--- src/hcl_pkg.sv ---
// package: constants, field layouts and carriers of the hub config loader
package hcl_pkg;

  // ==========================================================================
  // timing
  localparam int SYS_CLK_NS = 10;
  localparam int I2C_BIT_NS = 10000;
  localparam int I2C_QTR_CYC = (I2C_BIT_NS + 4 * SYS_CLK_NS - 1) /
                               (4 * SYS_CLK_NS);
  localparam logic [7:0] I2C_QTR_LAST = 8'(I2C_QTR_CYC - 1);
  localparam int OC_STEP_NS = 2000000;
  localparam int OC_STEP_CYC = OC_STEP_NS / SYS_CLK_NS;
  localparam int RECONNECT_NS = 20000;
  localparam logic [10:0] RECONNECT_LEN = 11'(RECONNECT_NS / SYS_CLK_NS);

  // ==========================================================================
  // eeprom access
  localparam logic [6:0] EE_SLAVE_ADDR = 7'h50;
  localparam logic [3:0] EE_FIRST_OFS = 4'h0;
  localparam logic [3:0] EE_LAST_OFS = 4'hF;
  localparam logic [3:0] BITN_ACK = 4'h8;

  // ==========================================================================
  // configuration source strap codes {hi, lo}; 2'h3 also selects eeprom
  localparam logic [1:0] SRC_DEFAULT = 2'h0;
  localparam logic [1:0] SRC_SMBUS = 2'h1;
  localparam logic [1:0] SRC_EEPROM = 2'h2;

  // ==========================================================================
  // eeprom byte offsets
  localparam int OFS_VENDOR_LO = 0;
  localparam int OFS_VENDOR_HI = 1;
  localparam int OFS_PRODUCT_LO = 2;
  localparam int OFS_PRODUCT_HI = 3;
  localparam int OFS_RELEASE_LO = 4;
  localparam int OFS_RELEASE_HI = 5;
  localparam int OFS_CFG1 = 6;
  localparam int OFS_CFG2 = 7;
  localparam int OFS_FIXED = 8;
  localparam int OFS_OFF_SELF = 9;
  localparam int OFS_OFF_BUS = 10;
  localparam int OFS_MAXP_SELF = 11;
  localparam int OFS_MAXP_BUS = 12;
  localparam int OFS_HC_SELF = 13;
  localparam int OFS_HC_BUS = 14;
  localparam int OFS_PON = 15;

  // ==========================================================================
  // field positions
  localparam int CFG1_POWER_MODE_BIT = 7;
  localparam int CFG1_FS_ONLY_BIT = 5;
  localparam int CFG1_EOP_OFF_BIT = 3;
  localparam int CFG1_CUR_SENSE_BIT = 1;
  localparam int CFG2_DYN_POWER_BIT = 7;
  localparam int CFG2_OC_TIMER_LSB = 4;
  localparam int CFG2_COMPOUND_BIT = 3;
  localparam int PORT1_BIT = 1;
  localparam int PORT2_BIT = 2;

  // ==========================================================================
  // built-in default values
  localparam logic [15:0] DEF_RELEASE = 16'h0000;
  localparam logic [7:0] DEF_CFG1_SELF = 8'h88;
  localparam logic [7:0] DEF_CFG2 = 8'h90;
  localparam logic [7:0] DEF_PORT_OFF = 8'h00;
  localparam logic [7:0] DEF_MAXP_SELF = 8'h01;
  localparam logic [7:0] DEF_MAXP_BUS = 8'h64;
  localparam logic [7:0] DEF_HC_SELF = 8'h01;
  localparam logic [7:0] DEF_HC_BUS = 8'h64;
  localparam logic [7:0] DEF_PON = 8'h32;

  // ==========================================================================
  // carriers
  typedef struct packed {
    logic [15:0] vendor_code;
    logic [15:0] product_code;
    logic [15:0] release_code;
    logic [7:0] cfg_byte1;
    logic [7:0] cfg_byte2;
    logic [7:0] fixed_ports;
    logic [7:0] port_off_self;
    logic [7:0] port_off_bus;
    logic [7:0] max_power_self;
    logic [7:0] max_power_bus;
    logic [7:0] hub_current_self;
    logic [7:0] hub_current_bus;
    logic [7:0] power_on_time;
  } hcl_cfg_s;

  typedef struct packed {
    logic scl_out;
    logic scl_oe;
    logic sda_out;
    logic sda_oe;
  } hcl_i2c_s;

  typedef enum logic [3:0] {
    ST_STRAP, ST_SMBUS_WAIT, ST_EE_START, ST_EE_DEVW, ST_EE_OFS,
    ST_EE_RESTART, ST_EE_DEVR, ST_EE_READ, ST_EE_STOP, ST_READY
  } hcl_state_e;

endpackage

--- src/hcl_config_loader.sv ---
// hub configuration loader: straps, eeprom reader, option decode
//
// Summary of operation
// [RQ1] Config source comes from two strap pins sampled at reset release.
// [RQ2] Vendor and product codes are 16 bits, loaded or built-in defaults.
// [RQ3] Release code is 16-bit BCD, loaded or built-in default.
// [RQ4] Default option: power mode follows local power pin; else loaded bit.
// [RQ5] Full-speed-only option suppresses high-speed attach.
// [RQ6] End-of-packet option matters only while running at full speed.
// [RQ7] Current sensing ganged or none; defaults follow local power pin.
// [RQ8] Strap configuration: any fixed port makes the hub report compound.
// [RQ9] Default option: two fixed-port straps mark ports permanently attached.
// [RQ10] Self-powered: ports in self-powered disable field stay disabled.
// [RQ11] Bus-powered: ports in bus-powered disable field stay disabled.
// [RQ12] Configuring party disables ports downward starting at port 2.
// [RQ13] Dynamic switching: power pin change drops ports, detaches, reattaches.
// [RQ14] Dynamic switching: local power present always means self-powered.
// [RQ15] Over-current reported only after persisting the programmed 2ms steps.
// [RQ16] Max-power and hub current fields are in 2mA units.
// [RQ17] Power-on time in 2ms units is reported to host software.
// [RQ18] Port power switch polarity is set by strap only.
// [RQ19] No upstream pull-up without bus power; removed within 10 seconds.
// [RQ20] Eeprom source: read eeprom first, attach upstream afterwards.
// [RQ21] Sole 100 kbit/s I2C master; drives clock, START and STOP.
// [RQ22] Eeprom slave address 1010000, 7-bit only.
// [RQ23] Eeprom pins released while reset is held low.
// [RQ24] Config byte 6: bit 7 power mode, bit 5 full-speed-only.
// [RQ25] Dynamic switching ignores configured power-mode bit, uses the pin.
// [RQ26] Read eeprom bytes 0x00 to 0x0F, then hold them until reset.
`timescale 1ns/10ps
`default_nettype none

module hcl_config_loader
  import hcl_pkg::*;
#(
  parameter int P_OC_STEP_CYC = OC_STEP_CYC,
  parameter int P_I2C_QTR_CYC = I2C_QTR_CYC,
  // arbitrary built-in identity values
  parameter logic [15:0] P_DEFAULT_VENDOR = 16'hA5C3,
  parameter logic [15:0] P_DEFAULT_PRODUCT = 16'h1E02
) (
  // clock and reset
  input wire logic i_sys_clk,
  input wire logic i_nrst,
  // strap and sense pins
  input wire logic i_config_source_strap_hi,
  input wire logic i_config_source_strap_lo,
  input wire logic i_local_power_detect,
  input wire logic [1:0] i_fixed_port_straps,
  input wire logic i_power_polarity_strap,
  input wire logic i_upstream_bus_power_sense,
  input wire logic i_overcurrent,
  // hub core status
  input wire logic i_full_speed_active,
  // smbus slave result
  input wire hcl_cfg_s i_smbus_cfg,
  input wire logic i_smbus_cfg_valid,
  // eeprom pins
  input wire logic i_scl,
  input wire logic i_sda,
  output hcl_i2c_s o_i2c,
  // loaded configuration and status
  output hcl_cfg_s o_cfg,
  output logic o_config_done,
  output logic [1:0] o_config_source,
  output logic o_eeprom_error,
  // applied options
  output logic o_self_powered,
  output logic o_full_speed_only,
  output logic o_eop_at_eof1,
  output logic o_current_sense_ganged,
  output logic o_compound_device,
  output logic [1:0] o_fixed_ports,
  output logic [1:0] o_port_enable,
  output logic [7:0] o_max_power_2ma,
  output logic [7:0] o_hub_current_2ma,
  output logic [7:0] o_power_on_time_2ms,
  // power and attach
  output logic o_overcurrent_report,
  output logic o_port_power_switch_out,
  output logic o_upstream_pullup_en
);

  // ==========================================================================
  // pin synchronisers
  logic [9:0] pin_meta;
  logic [9:0] pin_sync;
  logic [1:0] src_pins;
  logic lpd_s;
  logic vbus_s;
  logic oc_s;
  logic scl_s;
  logic sda_s;
  logic pol_s;
  logic [1:0] fixed_s;

  always_ff @(posedge i_sys_clk) begin
    pin_meta <= {i_config_source_strap_hi, i_config_source_strap_lo,
                 i_local_power_detect, i_upstream_bus_power_sense,
                 i_overcurrent, i_scl, i_sda, i_power_polarity_strap,
                 i_fixed_port_straps};
    pin_sync <= pin_meta;
  end

  assign src_pins = pin_sync[9:8];
  assign lpd_s = pin_sync[7];
  assign vbus_s = pin_sync[6];
  assign oc_s = pin_sync[5];
  assign scl_s = pin_sync[4];
  assign sda_s = pin_sync[3];
  assign pol_s = pin_sync[2];
  assign fixed_s = pin_sync[1:0];

  // ==========================================================================
  // built-in defaults
  function automatic hcl_cfg_s default_cfg(input logic [1:0] fixed);
    hcl_cfg_s c;
    c.vendor_code = P_DEFAULT_VENDOR; // RQ2
    c.product_code = P_DEFAULT_PRODUCT; // RQ2
    c.release_code = DEF_RELEASE; // RQ3
    c.cfg_byte1 = DEF_CFG1_SELF;
    c.cfg_byte2 = DEF_CFG2;
    c.fixed_ports = {5'h00, fixed, 1'b0}; // RQ9
    c.port_off_self = DEF_PORT_OFF;
    c.port_off_bus = DEF_PORT_OFF;
    c.max_power_self = DEF_MAXP_SELF;
    c.max_power_bus = DEF_MAXP_BUS;
    c.hub_current_self = DEF_HC_SELF;
    c.hub_current_bus = DEF_HC_BUS;
    c.power_on_time = DEF_PON;
    return c;
  endfunction

  // ==========================================================================
  // sequencer and i2c bit engine
  hcl_state_e state;
  logic [1:0] src;
  logic [1:0] fixed;
  logic pol;
  logic [7:0] qcnt;
  logic [1:0] phase;
  logic [3:0] bitn;
  logic [7:0] shreg;
  logic [3:0] byte_idx;
  logic ee_err;
  logic [7:0] ee_mem [16];
  logic ee_busy;
  logic scl_low;
  logic sda_low;
  logic stall;
  logic qtick;
  logic slot_end;
  logic sample;

  assign ee_busy = (state != ST_STRAP) && (state != ST_SMBUS_WAIT) &&
                   (state != ST_READY);
  assign stall = (phase == 2'h1) && !scl_low && !scl_s;
  assign qtick = ee_busy && !stall && (qcnt == 8'(P_I2C_QTR_CYC - 1));
  assign slot_end = qtick && (phase == 2'h3);
  assign sample = qtick && (phase == 2'h2);

  always_ff @(posedge i_sys_clk) begin
    if (!i_nrst || !ee_busy) begin
      qcnt <= 8'h00;
    end else if (qtick) begin
      qcnt <= 8'h00; // RQ21
    end else if (!stall) begin
      qcnt <= qcnt + 8'h01;
    end
  end

  always_ff @(posedge i_sys_clk) begin
    if (!i_nrst) begin
      state <= ST_STRAP;
      src <= SRC_DEFAULT;
      fixed <= 2'h0;
      pol <= 1'b0;
      phase <= 2'h0;
      bitn <= 4'h0;
      shreg <= 8'h00;
      byte_idx <= EE_FIRST_OFS;
      ee_err <= 1'b0;
    end else begin
      if (qtick) begin
        phase <= phase + 2'h1;
      end
      unique case (state)
        ST_STRAP: begin
          src <= src_pins; // RQ1
          fixed <= fixed_s;
          pol <= pol_s; // RQ18
          if (src_pins == SRC_DEFAULT) begin
            state <= ST_READY;
          end else if (src_pins == SRC_SMBUS) begin
            state <= ST_SMBUS_WAIT;
          end else begin
            state <= ST_EE_START; // RQ20
          end
        end
        ST_SMBUS_WAIT: begin
          if (i_smbus_cfg_valid) begin
            state <= ST_READY;
          end
        end
        ST_EE_START, ST_EE_RESTART: begin
          if (slot_end) begin
            shreg <= {EE_SLAVE_ADDR, state == ST_EE_RESTART}; // RQ22
            bitn <= 4'h0;
            state <= (state == ST_EE_START) ? ST_EE_DEVW : ST_EE_DEVR;
          end
        end
        ST_EE_DEVW, ST_EE_OFS, ST_EE_DEVR: begin
          if (sample && bitn == BITN_ACK && sda_s) begin
            ee_err <= 1'b1;
          end
          if (slot_end) begin
            if (bitn != BITN_ACK) begin
              shreg <= {shreg[6:0], 1'b0};
              bitn <= bitn + 4'h1;
            end else begin
              bitn <= 4'h0;
              if (ee_err) begin
                state <= ST_EE_STOP;
              end else if (state == ST_EE_DEVW) begin
                shreg <= {4'h0, EE_FIRST_OFS}; // RQ26
                state <= ST_EE_OFS;
              end else if (state == ST_EE_OFS) begin
                state <= ST_EE_RESTART;
              end else begin
                state <= ST_EE_READ;
              end
            end
          end
        end
        ST_EE_READ: begin
          if (sample && bitn != BITN_ACK) begin
            shreg <= {shreg[6:0], sda_s};
          end
          if (slot_end) begin
            if (bitn != BITN_ACK) begin
              bitn <= bitn + 4'h1;
            end else begin
              bitn <= 4'h0;
              ee_mem[byte_idx] <= shreg; // RQ26
              if (byte_idx == EE_LAST_OFS) begin
                state <= ST_EE_STOP;
              end else begin
                byte_idx <= byte_idx + 4'h1;
              end
            end
          end
        end
        ST_EE_STOP: begin
          if (slot_end) begin
            if (ee_err) begin
              src <= SRC_DEFAULT;
            end
            state <= ST_READY;
          end
        end
        ST_READY: begin
        end
      endcase
    end
  end

  // open-drain pin drive: only low is ever driven
  always_comb begin
    scl_low = 1'b0;
    sda_low = 1'b0;
    unique case (state)
      ST_EE_START, ST_EE_RESTART: begin
        scl_low = (phase == 2'h0) || (phase == 2'h3); // RQ21
        sda_low = phase[1];
      end
      ST_EE_DEVW, ST_EE_OFS, ST_EE_DEVR: begin
        scl_low = (phase == 2'h0) || (phase == 2'h3);
        sda_low = (bitn != BITN_ACK) && !shreg[7];
      end
      ST_EE_READ: begin
        scl_low = (phase == 2'h0) || (phase == 2'h3);
        sda_low = (bitn == BITN_ACK) && (byte_idx != EE_LAST_OFS);
      end
      ST_EE_STOP: begin
        scl_low = (phase == 2'h0); // RQ21
        sda_low = !phase[1];
      end
      ST_STRAP, ST_SMBUS_WAIT, ST_READY: begin
      end
    endcase
  end

  always_ff @(posedge i_sys_clk) begin
    if (!i_nrst) begin
      o_i2c <= '0; // RQ23
    end else begin
      o_i2c <= '{scl_out: 1'b0, scl_oe: scl_low,
                 sda_out: 1'b0, sda_oe: sda_low};
    end
  end

  // ==========================================================================
  // configuration store, held until reset
  hcl_cfg_s cfg;
  hcl_cfg_s ee_cfg;

  always_comb begin
    ee_cfg.vendor_code = {ee_mem[OFS_VENDOR_HI], ee_mem[OFS_VENDOR_LO]};
    ee_cfg.product_code = {ee_mem[OFS_PRODUCT_HI], ee_mem[OFS_PRODUCT_LO]};
    ee_cfg.release_code = {ee_mem[OFS_RELEASE_HI], ee_mem[OFS_RELEASE_LO]};
    ee_cfg.cfg_byte1 = ee_mem[OFS_CFG1]; // RQ24
    ee_cfg.cfg_byte2 = ee_mem[OFS_CFG2];
    ee_cfg.fixed_ports = ee_mem[OFS_FIXED];
    ee_cfg.port_off_self = ee_mem[OFS_OFF_SELF];
    ee_cfg.port_off_bus = ee_mem[OFS_OFF_BUS];
    ee_cfg.max_power_self = ee_mem[OFS_MAXP_SELF];
    ee_cfg.max_power_bus = ee_mem[OFS_MAXP_BUS];
    ee_cfg.hub_current_self = ee_mem[OFS_HC_SELF];
    ee_cfg.hub_current_bus = ee_mem[OFS_HC_BUS];
    ee_cfg.power_on_time = ee_mem[OFS_PON];
  end

  always_ff @(posedge i_sys_clk) begin
    if (!i_nrst) begin
      cfg <= '0;
    end else if (state == ST_STRAP && src_pins == SRC_DEFAULT) begin
      cfg <= default_cfg(fixed_s); // RQ2
    end else if (state == ST_SMBUS_WAIT && i_smbus_cfg_valid) begin
      cfg <= i_smbus_cfg;
    end else if (state == ST_EE_STOP && slot_end) begin
      cfg <= ee_err ? default_cfg(fixed) : ee_cfg; // RQ26
    end
  end

  // ==========================================================================
  // option decode, dynamic power and attach
  logic ready;
  logic is_dflt;
  logic dyn;
  logic next_self;
  logic lpd_prev;
  logic [10:0] rc_cnt;
  logic attach;
  logic [7:0] port_off;

  assign is_dflt = (src == SRC_DEFAULT);
  assign dyn = cfg.cfg_byte2[CFG2_DYN_POWER_BIT];
  assign next_self = (is_dflt || dyn) ? lpd_s : // RQ4 RQ14 RQ25
                     cfg.cfg_byte1[CFG1_POWER_MODE_BIT]; // RQ24
  assign attach = ready && (rc_cnt == 11'h000); // RQ20
  assign port_off = next_self ? cfg.port_off_self : // RQ10
                    cfg.port_off_bus; // RQ11

  always_ff @(posedge i_sys_clk) begin
    if (!i_nrst) begin
      ready <= 1'b0;
      lpd_prev <= 1'b0;
      rc_cnt <= 11'h000;
    end else begin
      ready <= (state == ST_READY);
      lpd_prev <= lpd_s;
      if (ready && dyn && (lpd_s != lpd_prev)) begin
        rc_cnt <= RECONNECT_LEN; // RQ13
      end else if (rc_cnt != 11'h000) begin
        rc_cnt <= rc_cnt - 11'h001;
      end
    end
  end

  always_ff @(posedge i_sys_clk) begin
    if (!i_nrst) begin
      o_self_powered <= 1'b0;
      o_full_speed_only <= 1'b0;
      o_eop_at_eof1 <= 1'b0;
      o_current_sense_ganged <= 1'b0;
      o_compound_device <= 1'b0;
      o_fixed_ports <= 2'h0;
      o_port_enable <= 2'h0;
      o_max_power_2ma <= 8'h00;
      o_hub_current_2ma <= 8'h00;
      o_power_on_time_2ms <= 8'h00;
      o_port_power_switch_out <= 1'b0;
      o_upstream_pullup_en <= 1'b0;
    end else begin
      o_self_powered <= next_self;
      o_full_speed_only <= cfg.cfg_byte1[CFG1_FS_ONLY_BIT]; // RQ5
      o_eop_at_eof1 <= i_full_speed_active && // RQ6
                       !cfg.cfg_byte1[CFG1_EOP_OFF_BIT];
      o_current_sense_ganged <= is_dflt ? lpd_s : // RQ7
                                cfg.cfg_byte1[CFG1_CUR_SENSE_BIT];
      o_compound_device <= is_dflt ? |fixed : // RQ8
                           cfg.cfg_byte2[CFG2_COMPOUND_BIT];
      o_fixed_ports <= {cfg.fixed_ports[PORT2_BIT],
                        cfg.fixed_ports[PORT1_BIT]}; // RQ9
      // disable masks are trusted to run downward from port 2
      o_port_enable <= {attach && !port_off[PORT2_BIT], // RQ12
                        attach && !port_off[PORT1_BIT]}; // RQ10 RQ11
      o_max_power_2ma <= next_self ? cfg.max_power_self : // RQ16
                         cfg.max_power_bus;
      o_hub_current_2ma <= next_self ? cfg.hub_current_self : // RQ16
                           cfg.hub_current_bus;
      o_power_on_time_2ms <= cfg.power_on_time; // RQ17
      o_port_power_switch_out <= pol ? attach : !attach; // RQ18 RQ13
      o_upstream_pullup_en <= attach && vbus_s; // RQ19
    end
  end

  // ==========================================================================
  // over-current persistence timer
  logic [17:0] oc_tick;
  logic [1:0] oc_steps;
  logic [1:0] oc_limit;

  assign oc_limit = cfg.cfg_byte2[CFG2_OC_TIMER_LSB +: 2];

  always_ff @(posedge i_sys_clk) begin
    if (!i_nrst || !oc_s) begin
      oc_tick <= 18'h0_0000;
      oc_steps <= 2'h0;
      o_overcurrent_report <= 1'b0;
    end else if (oc_steps >= oc_limit) begin
      o_overcurrent_report <= 1'b1; // RQ15
    end else if (oc_tick == 18'(P_OC_STEP_CYC - 1)) begin
      oc_tick <= 18'h0_0000;
      oc_steps <= oc_steps + 2'h1; // RQ15
    end else begin
      oc_tick <= oc_tick + 18'h0_0001;
    end
  end

  assign o_cfg = cfg;
  assign o_config_done = ready;
  assign o_config_source = src;
  assign o_eeprom_error = ee_err;

endmodule

`default_nettype wire

--- config.mk ---
export PLATFORM = sky130hd
export DESIGN_NAME = hcl_config_loader
export DESIGN_NICKNAME = d
export VERILOG_FILES = /design/src/hcl_pkg.sv /design/src/hcl_config_loader.sv
export SDC_FILE = /design/constraint.sdc
export NUM_CORES = 1
export LEC_CHECK = 0
export BUFFER_PORTS_ARGS = -buffer_cell sky130_fd_sc_hd__buf_2
export CAP_MARGIN = 0
export CELL_PAD_IN_SITES_DETAIL_PLACEMENT = 1
export CELL_PAD_IN_SITES_GLOBAL_PLACEMENT = 1
export CORE_ASPECT_RATIO = 0.7
export CORE_MARGIN = 2
export CORE_UTILIZATION = 39
export CTS_CLUSTER_DIAMETER = 100
export CTS_CLUSTER_SIZE = 12
export DETAILED_ROUTE_END_ITERATION = 6
export GPL_TIMING_DRIVEN = 0
export PLACE_DENSITY = 0.79
export SYNTH_ARGS = -nofsm -noshare
export SYNTH_HDL_FRONTEND = slang
export SYNTH_SLANG_ARGS = --single-unit
export TNS_END_PERCENT = 10
--- constraint.sdc ---
create_clock -name i_sys_clk -period 2.6 [get_ports i_sys_clk]
set_input_delay 0.26 -clock i_sys_clk [delete_from_list [all_inputs] [get_ports i_sys_clk]]
set_output_delay 0.26 -clock i_sys_clk [all_outputs]
set_load 0.02 [all_outputs]
Word level (Yosys, flattened, before mapping):

Memory sizes are Yosys's and may differ from the RTL's.
Cells that the tools add are included.

* register bits after elaboration: 257
* input port bits: 142
* word-level logic and storage cells: 224
* memories: 1
* output and inout bits: 172
* bits in writable memories: 128

Memory list
* ee_mem: depth 16, width 8, rd ports 16, clocked after Yosys merged registers in 0, wr ports 1, RTL line hcl_config_loader.sv:146 `logic [7:0] ee_mem [16];`

* multiplexer cells: 50
* magnitude comparators: 1
* bitwise logic cells: 4
* add/subtract/negate cells: 7
* eq/ne operators: 35
* reductions and logical operators: 68

Operator list (count)
* $mux 128: 4
* $mux 8: 8
* $mux 4: 13
* $pmux 4 s6: 1
* $pmux 8 s3: 1
* $logic_and 1x1->1: 23
* $mux 11: 2
* $ne 2x2->1 const B: 10
* $add 18x1->18 const B: 1
* $eq 18x18->1 const B: 1
* $mux 18: 1
* $eq 4x3->1 const B: 4
* $eq 4x4->1 const B: 4
* $logic_not 1->1: 12
* $ne 4x4->1 const B: 3
* $logic_not 11->1: 1
* $reduce_bool 11->1: 1
* $sub 11x1->11 const B: 1
* $mux 2: 5
* $reduce_or 2->1: 5
* $mux 1: 9
* $reduce_and 9->1: 1
* $add 4x1->4 const B: 2
* $add 8x1->8 const B: 1
* other kinds (31): 51

Logic depth before layout (Yosys ltp):

* depth in word-level cells: 14
* depth in mapped cells: 9
* depth with buffers taken out: 7

Worst setup path after synthesis:

No wires, ideal clock.

* path type: flip-flop to flip-flop
* start: register phase[1]
* end: memory ee_mem[2][0], enable pin
* buffers on the path: 0
* data arrival time: 2121 ps
* setup time: 383 ps
* setup slack: 95 ps
* cell stages (with the launch flop): 8
* required time: 2217 ps
* clock period less this slack: 2505 ps
* cells stage by stage: dfxtp_1 > inv_1 > ha_1 > nor2b_1 > nor3_1 > and4_1 > nand2_1 > nor3_1

* longest elaborated chain between the ends: 14
* elaborated cells between the ends (all ways): 16
* those cells by class: eq/ne (2); mux (5); reduce/logical (9)

Ends and longest elaborated chain
* start: declaration: RTL line hcl_config_loader.sv:141 `logic [1:0] phase;`
* start signal: assignment: RTL line hcl_config_loader.sv:185 `phase <= phase + 2'h1;`
* $eq 2x2->1 or $logic_not 2->1 (tied branches)
* $logic_or 1x1->1: RTL line hcl_config_loader.sv:273, hcl_config_loader.sv:277, hcl_config_loader.sv:281
* $pmux 1 s2: RTL line hcl_config_loader.sv:271 `unique case (state)`
* $logic_not 1->1: RTL line hcl_config_loader.sv:157 `assign stall = (phase == 2'h1) && !scl_low && !scl_s;`
* $logic_and 1x1->1 (2 in a row): RTL line hcl_config_loader.sv:157
* $logic_not 1->1
* $logic_and 1x1->1 (2 in a row): RTL line hcl_config_loader.sv:158 `assign qtick = ee_busy && !stall && (qcnt == 8'(P_I2C_QTR_CYC - 1));`
* $logic_and 1x1->1 *: RTL line hcl_config_loader.sv:159 `assign slot_end = qtick && (phase == 2'h3);`
* $mux 1 *: RTL line hcl_config_loader.sv:239 `if (slot_end) begin`
* $mux 1 *: RTL line hcl_config_loader.sv:187 `unique case (state)`
* $mux 1 *: RTL line hcl_config_loader.sv:173 `if (!i_nrst) begin`
* $mux 1 (implied by the code) *: RTL line hcl_config_loader.sv:244 `ee_mem[byte_idx] <= shreg;`
* end: declaration: RTL line hcl_config_loader.sv:146

Every way passes the cells marked *; elsewhere a longest branch is shown, timed or not.

Final worst setup path:

* start: register cfg (netlist bit o_cfg[68])
* end: register oc_tick[17]

* longest elaborated chain between the ends: 1

Ends and longest elaborated chain
* start: declaration: RTL line hcl_config_loader.sv:304 `hcl_cfg_s cfg;`
* start signal: assignment: RTL line hcl_config_loader.sv:327 `cfg <= default_cfg(fixed_s);`
* start signal: assignment: RTL line hcl_config_loader.sv:329 `cfg <= i_smbus_cfg;`
* start signal: assignment: RTL line hcl_config_loader.sv:331 `cfg <= ee_err ? default_cfg(fixed) : ee_cfg;`
* $ge 2x2->1: RTL line hcl_config_loader.sv:421 `end else if (oc_steps >= oc_limit) begin`
* end signal: assignment: RTL line hcl_config_loader.sv:427 `oc_tick <= oc_tick + 18'h0_0001;`
* end: declaration: RTL line hcl_config_loader.sv:410 `logic [17:0] oc_tick;`

No other way between the ends.
A chain may end at the register's enable or synchronous reset.

==> impl_metrics.env <==
export IMPL_hold_viol_final=0
export IMPL_synthCells=1478
export IMPL_root_buffer="clkbuf_16"
export IMPL_worstPathCellList="ha_1, nand2b_1, a2111oi_4, nand4_1, nand3_2, buf_2, nor2_1"
export IMPL_antenna_found_initial=3
export IMPL_final_common_cell="buf_2"
export IMPL_whs_path_depth=3
export IMPL_reg2regPathDepth=7
export IMPL_cts_tree="yes"
export IMPL_synth_xor_area_share=0.0199
export IMPL_clkPwrFrac=0.285
export IMPL_slew_headroom=0.223
export IMPL_final_layout_size_suffix_gt1_frac=0.297
export IMPL_drc=0
export IMPL_end_kind="flip-flop"
export IMPL_overflow=0
export IMPL_yosysSeqAreaShare=0.565
export IMPL_switchingPower_mw=6.07
export IMPL_final_min_clock_period_ns=2.52
export IMPL_grt_pass1_vias=14000
export IMPL_dp_hpwl_um=40700
export IMPL_drtIter0Drc=895
export IMPL_finalSetupTns_ns=0
export IMPL_leakagePower_nw=7.77
export IMPL_fp_coreArea_sq_um=39800
export IMPL_die_area_sq_um=42200
export IMPL_vias=13400
export IMPL_synth_edf_count=128
export IMPL_ys_warnings_count=0
export IMPL_worstSetupPathType="reg2reg"
export IMPL_switching_share=0.352
export IMPL_clockBufferDepth=3
export IMPL_synth_ff_type="dfxtp_1"
export IMPL_p_comb_frac=0.295
export IMPL_min_period_over_period=0.968
export IMPL_die_h_um=173
export IMPL_synthMuxAreaShare=0.0121
export IMPL_p_seq_frac=0.421
export IMPL_port_buffers=310
export IMPL_setup_viol=0
export IMPL_globalplace_congestion=0.892
export IMPL_area_delta_synth_final_pct=23.7
export IMPL_status="finished, final reports clean"
export IMPL_synthSimpleGateAreaFrac=0.170
export IMPL_grt_max_degree=19
export IMPL_slew_violations=0
export IMPL_die_w_um=245
export IMPL_cap_violations=0
export IMPL_synth_largest_area_cell="dfxtp_1"
export IMPL_wl_per_cell_um=23.3
export IMPL_arrival_ns=2.93
export IMPL_p_int_mw=11.2
export IMPL_rsz0062_at_grt="true"
export IMPL_skew_ns=0.0197
export IMPL_avgViaCountPerCell=5.51
export IMPL_crit_fanout=10
export IMPL_power_density_nw_per_um2=881
export IMPL_synth_top_family_by_area="compound AO/OA/AOI/OAI gates"
export IMPL_cts_buffers=37
export IMPL_wirelength_um=56400
export IMPL_cts_sinks=383
export IMPL_hp_class="in2reg"
export IMPL_ys_ff_latch=383
export IMPL_insertion_delay_ns=0.54
export IMPL_ys_top_cells_by_area="dfxtp_1 32%, edfxtp_1 24%, a211oi_2 7.7%"
export IMPL_grt_use_total=0.261
export IMPL_ios=314
export IMPL_cpPeakStageDelay_ns=0.51
export IMPL_yosys_area_share_adder=0.0134
export IMPL_synth_compound_area_share=0.174
export IMPL_final_area_sq_um=19600
export IMPL_postSynthAreaPerCell_sq_um=10.7
export IMPL_yosysTopAreaCellShare=0.322
export IMPL_htree_levels=2
export IMPL_nNetsFinal=2016
export IMPL_most_common_layout_cells="330 x buf_2, 254 x dfxtp_1, 164 x nor2_1"
export IMPL_hold_ws_ns=0.0850
export IMPL_synth_cell_types=66
export IMPL_peakVddDrop_uv=389
export IMPL_start_kind="flip-flop"
export IMPL_ant_nets=0
export IMPL_synthArstFlopShare=0
export IMPL_max_freq_mhz=397
export IMPL_clk_pin_slew_worst_paths_ns=0.07
export IMPL_tightest_slew_ns=1.16
export IMPL_post_dp_cell_area_sq_um=18100
export IMPL_critPathSlowestCell="a2111oi_4"
export IMPL_grt_pass1_wl_um=84800
export IMPL_syn_area_sq_um=15800
export IMPL_start_util=0.397
export IMPL_std_cell_rows=61
export IMPL_crit_required_ns=3.01
export IMPL_drt_pass1_iterations=7
per-stage QoR:
stage / cells / util / power, mW / worst slack (ns)
6_report: 2422 / 0.491 / 17.3 / 0.0821
5_1_grt: 2418 / 0.491 / 18.1 / -0.0777
4_1_cts: 2412 / 0.489 / 17.4 / -0.107
3_5_place_dp: 2325 / 0.454 / 12.4 / -0.665
3_3_place_gp: 2324 / 0.453 / 12.2 / -1.08
2_1_floorplan: 1479 / - / 10.6 / 0.0954
logic make-up (layout without fill, tap and decap cells):
group	after synthesis	after routing
compound gates	350	350
xor+xnor	36	36
fa+ha+maj	17	17
buf+inv	134	535
flops	383	383
mux	19	19
other cells	1	9
simple gates	538	538
per-layer routing:
layer / routed length (um) / share of wire / global-route usage
met2: 26300 / 0.47 / 0.426
met5: 0 / 0 / 0
met4: 1980 / 0.035 / 0.0958
met1: 24800 / 0.44 / 0.350
met3: 3270 / 0.058 / 0.0418
synthesized netlist by cell type, drive strengths merged (5+ instances only):
cell	number
a211oi	105
a21o	5
a21oi	144
and2	16
and3	102
buf	52
clkbuf	64
dfxtp	255
edfxtp	128
ha	17
inv	17
mux2i	18
nand2	115
nand2b	12
nand3	28
nand4	41
nor2	176
nor3	13
o21ai	43
o311a	28
or4	6
xnor2	9
xor2	27
flip-flops by register name, indices dropped and copies added, names as in the netlist, 4 cells and up:
signal	flops
ee_mem	128
o_cfg	128
oc_tick	18
rc_cnt	11
pin_meta	10
pin_sync	10
o_hub_current_2ma	8
o_max_power_2ma	8
o_power_on_time_2ms	8
qcnt	8
shreg	8
bitn	4
byte_idx	4
state	4
final cells by class:
cell class | count | area, sq um
sequential | 383 | 8950
clock buffer | 62 | 1020
buffer | 116 | 641
antenna | 7 | 17.5
tap | 535 | 669
inverter | 18 | 71.3
fill | 4486 | 20300
multi-input combinational | 962 | 6360
timing repair buffer | 339 | 1850
what timing repair did:
action                                  in CTS  in global routing
resized for setup                           33                 15
hold buffers                                11                  0
pin swaps                                   10                  4
endpoints found under the hold margin       11                  0
endpoints found under the setup margin     284                194
buffers inserted                            14                  3
worst paths after layout:
kind                                       from           to  slack [ns]
worst max-delay path                  o_cfg[68]  oc_tick[17]        0.08
worst min-delay path            i_smbus_cfg[91]    o_cfg[91]        0.09
worst max register to register        o_cfg[68]  oc_tick[17]        0.08
worst min register to register      pin_meta[1]  pin_sync[1]        0.33
worst max-delay path, delay by kind of cell (launching register included):
family / cells / cell delay (ns)
AO/OA/AOI/OAI: 1 / 0.51
adder cells (fa/ha/maj): 1 / 0.27
buffers and inverters: 1 / 0.26
flip-flops: 1 / 0.44
AND/OR/NAND/NOR: 4 / 0.90
power by group through the flow:
stage / sequential, mW / combinational (mW) / clock (mW)
after global routing: 7.33 / 5.48 / 5.27
after floorplan: 7.81 / 2.82 / 0
after global placement: 7.35 / 4.88 / 0
final: 7.26 / 5.09 / 4.91
after CTS: 7.25 / 5.07 / 5.03
after detailed placement: 7.38 / 5.02 / 0
No activity file was read; power rests on OpenSTA's default activity.
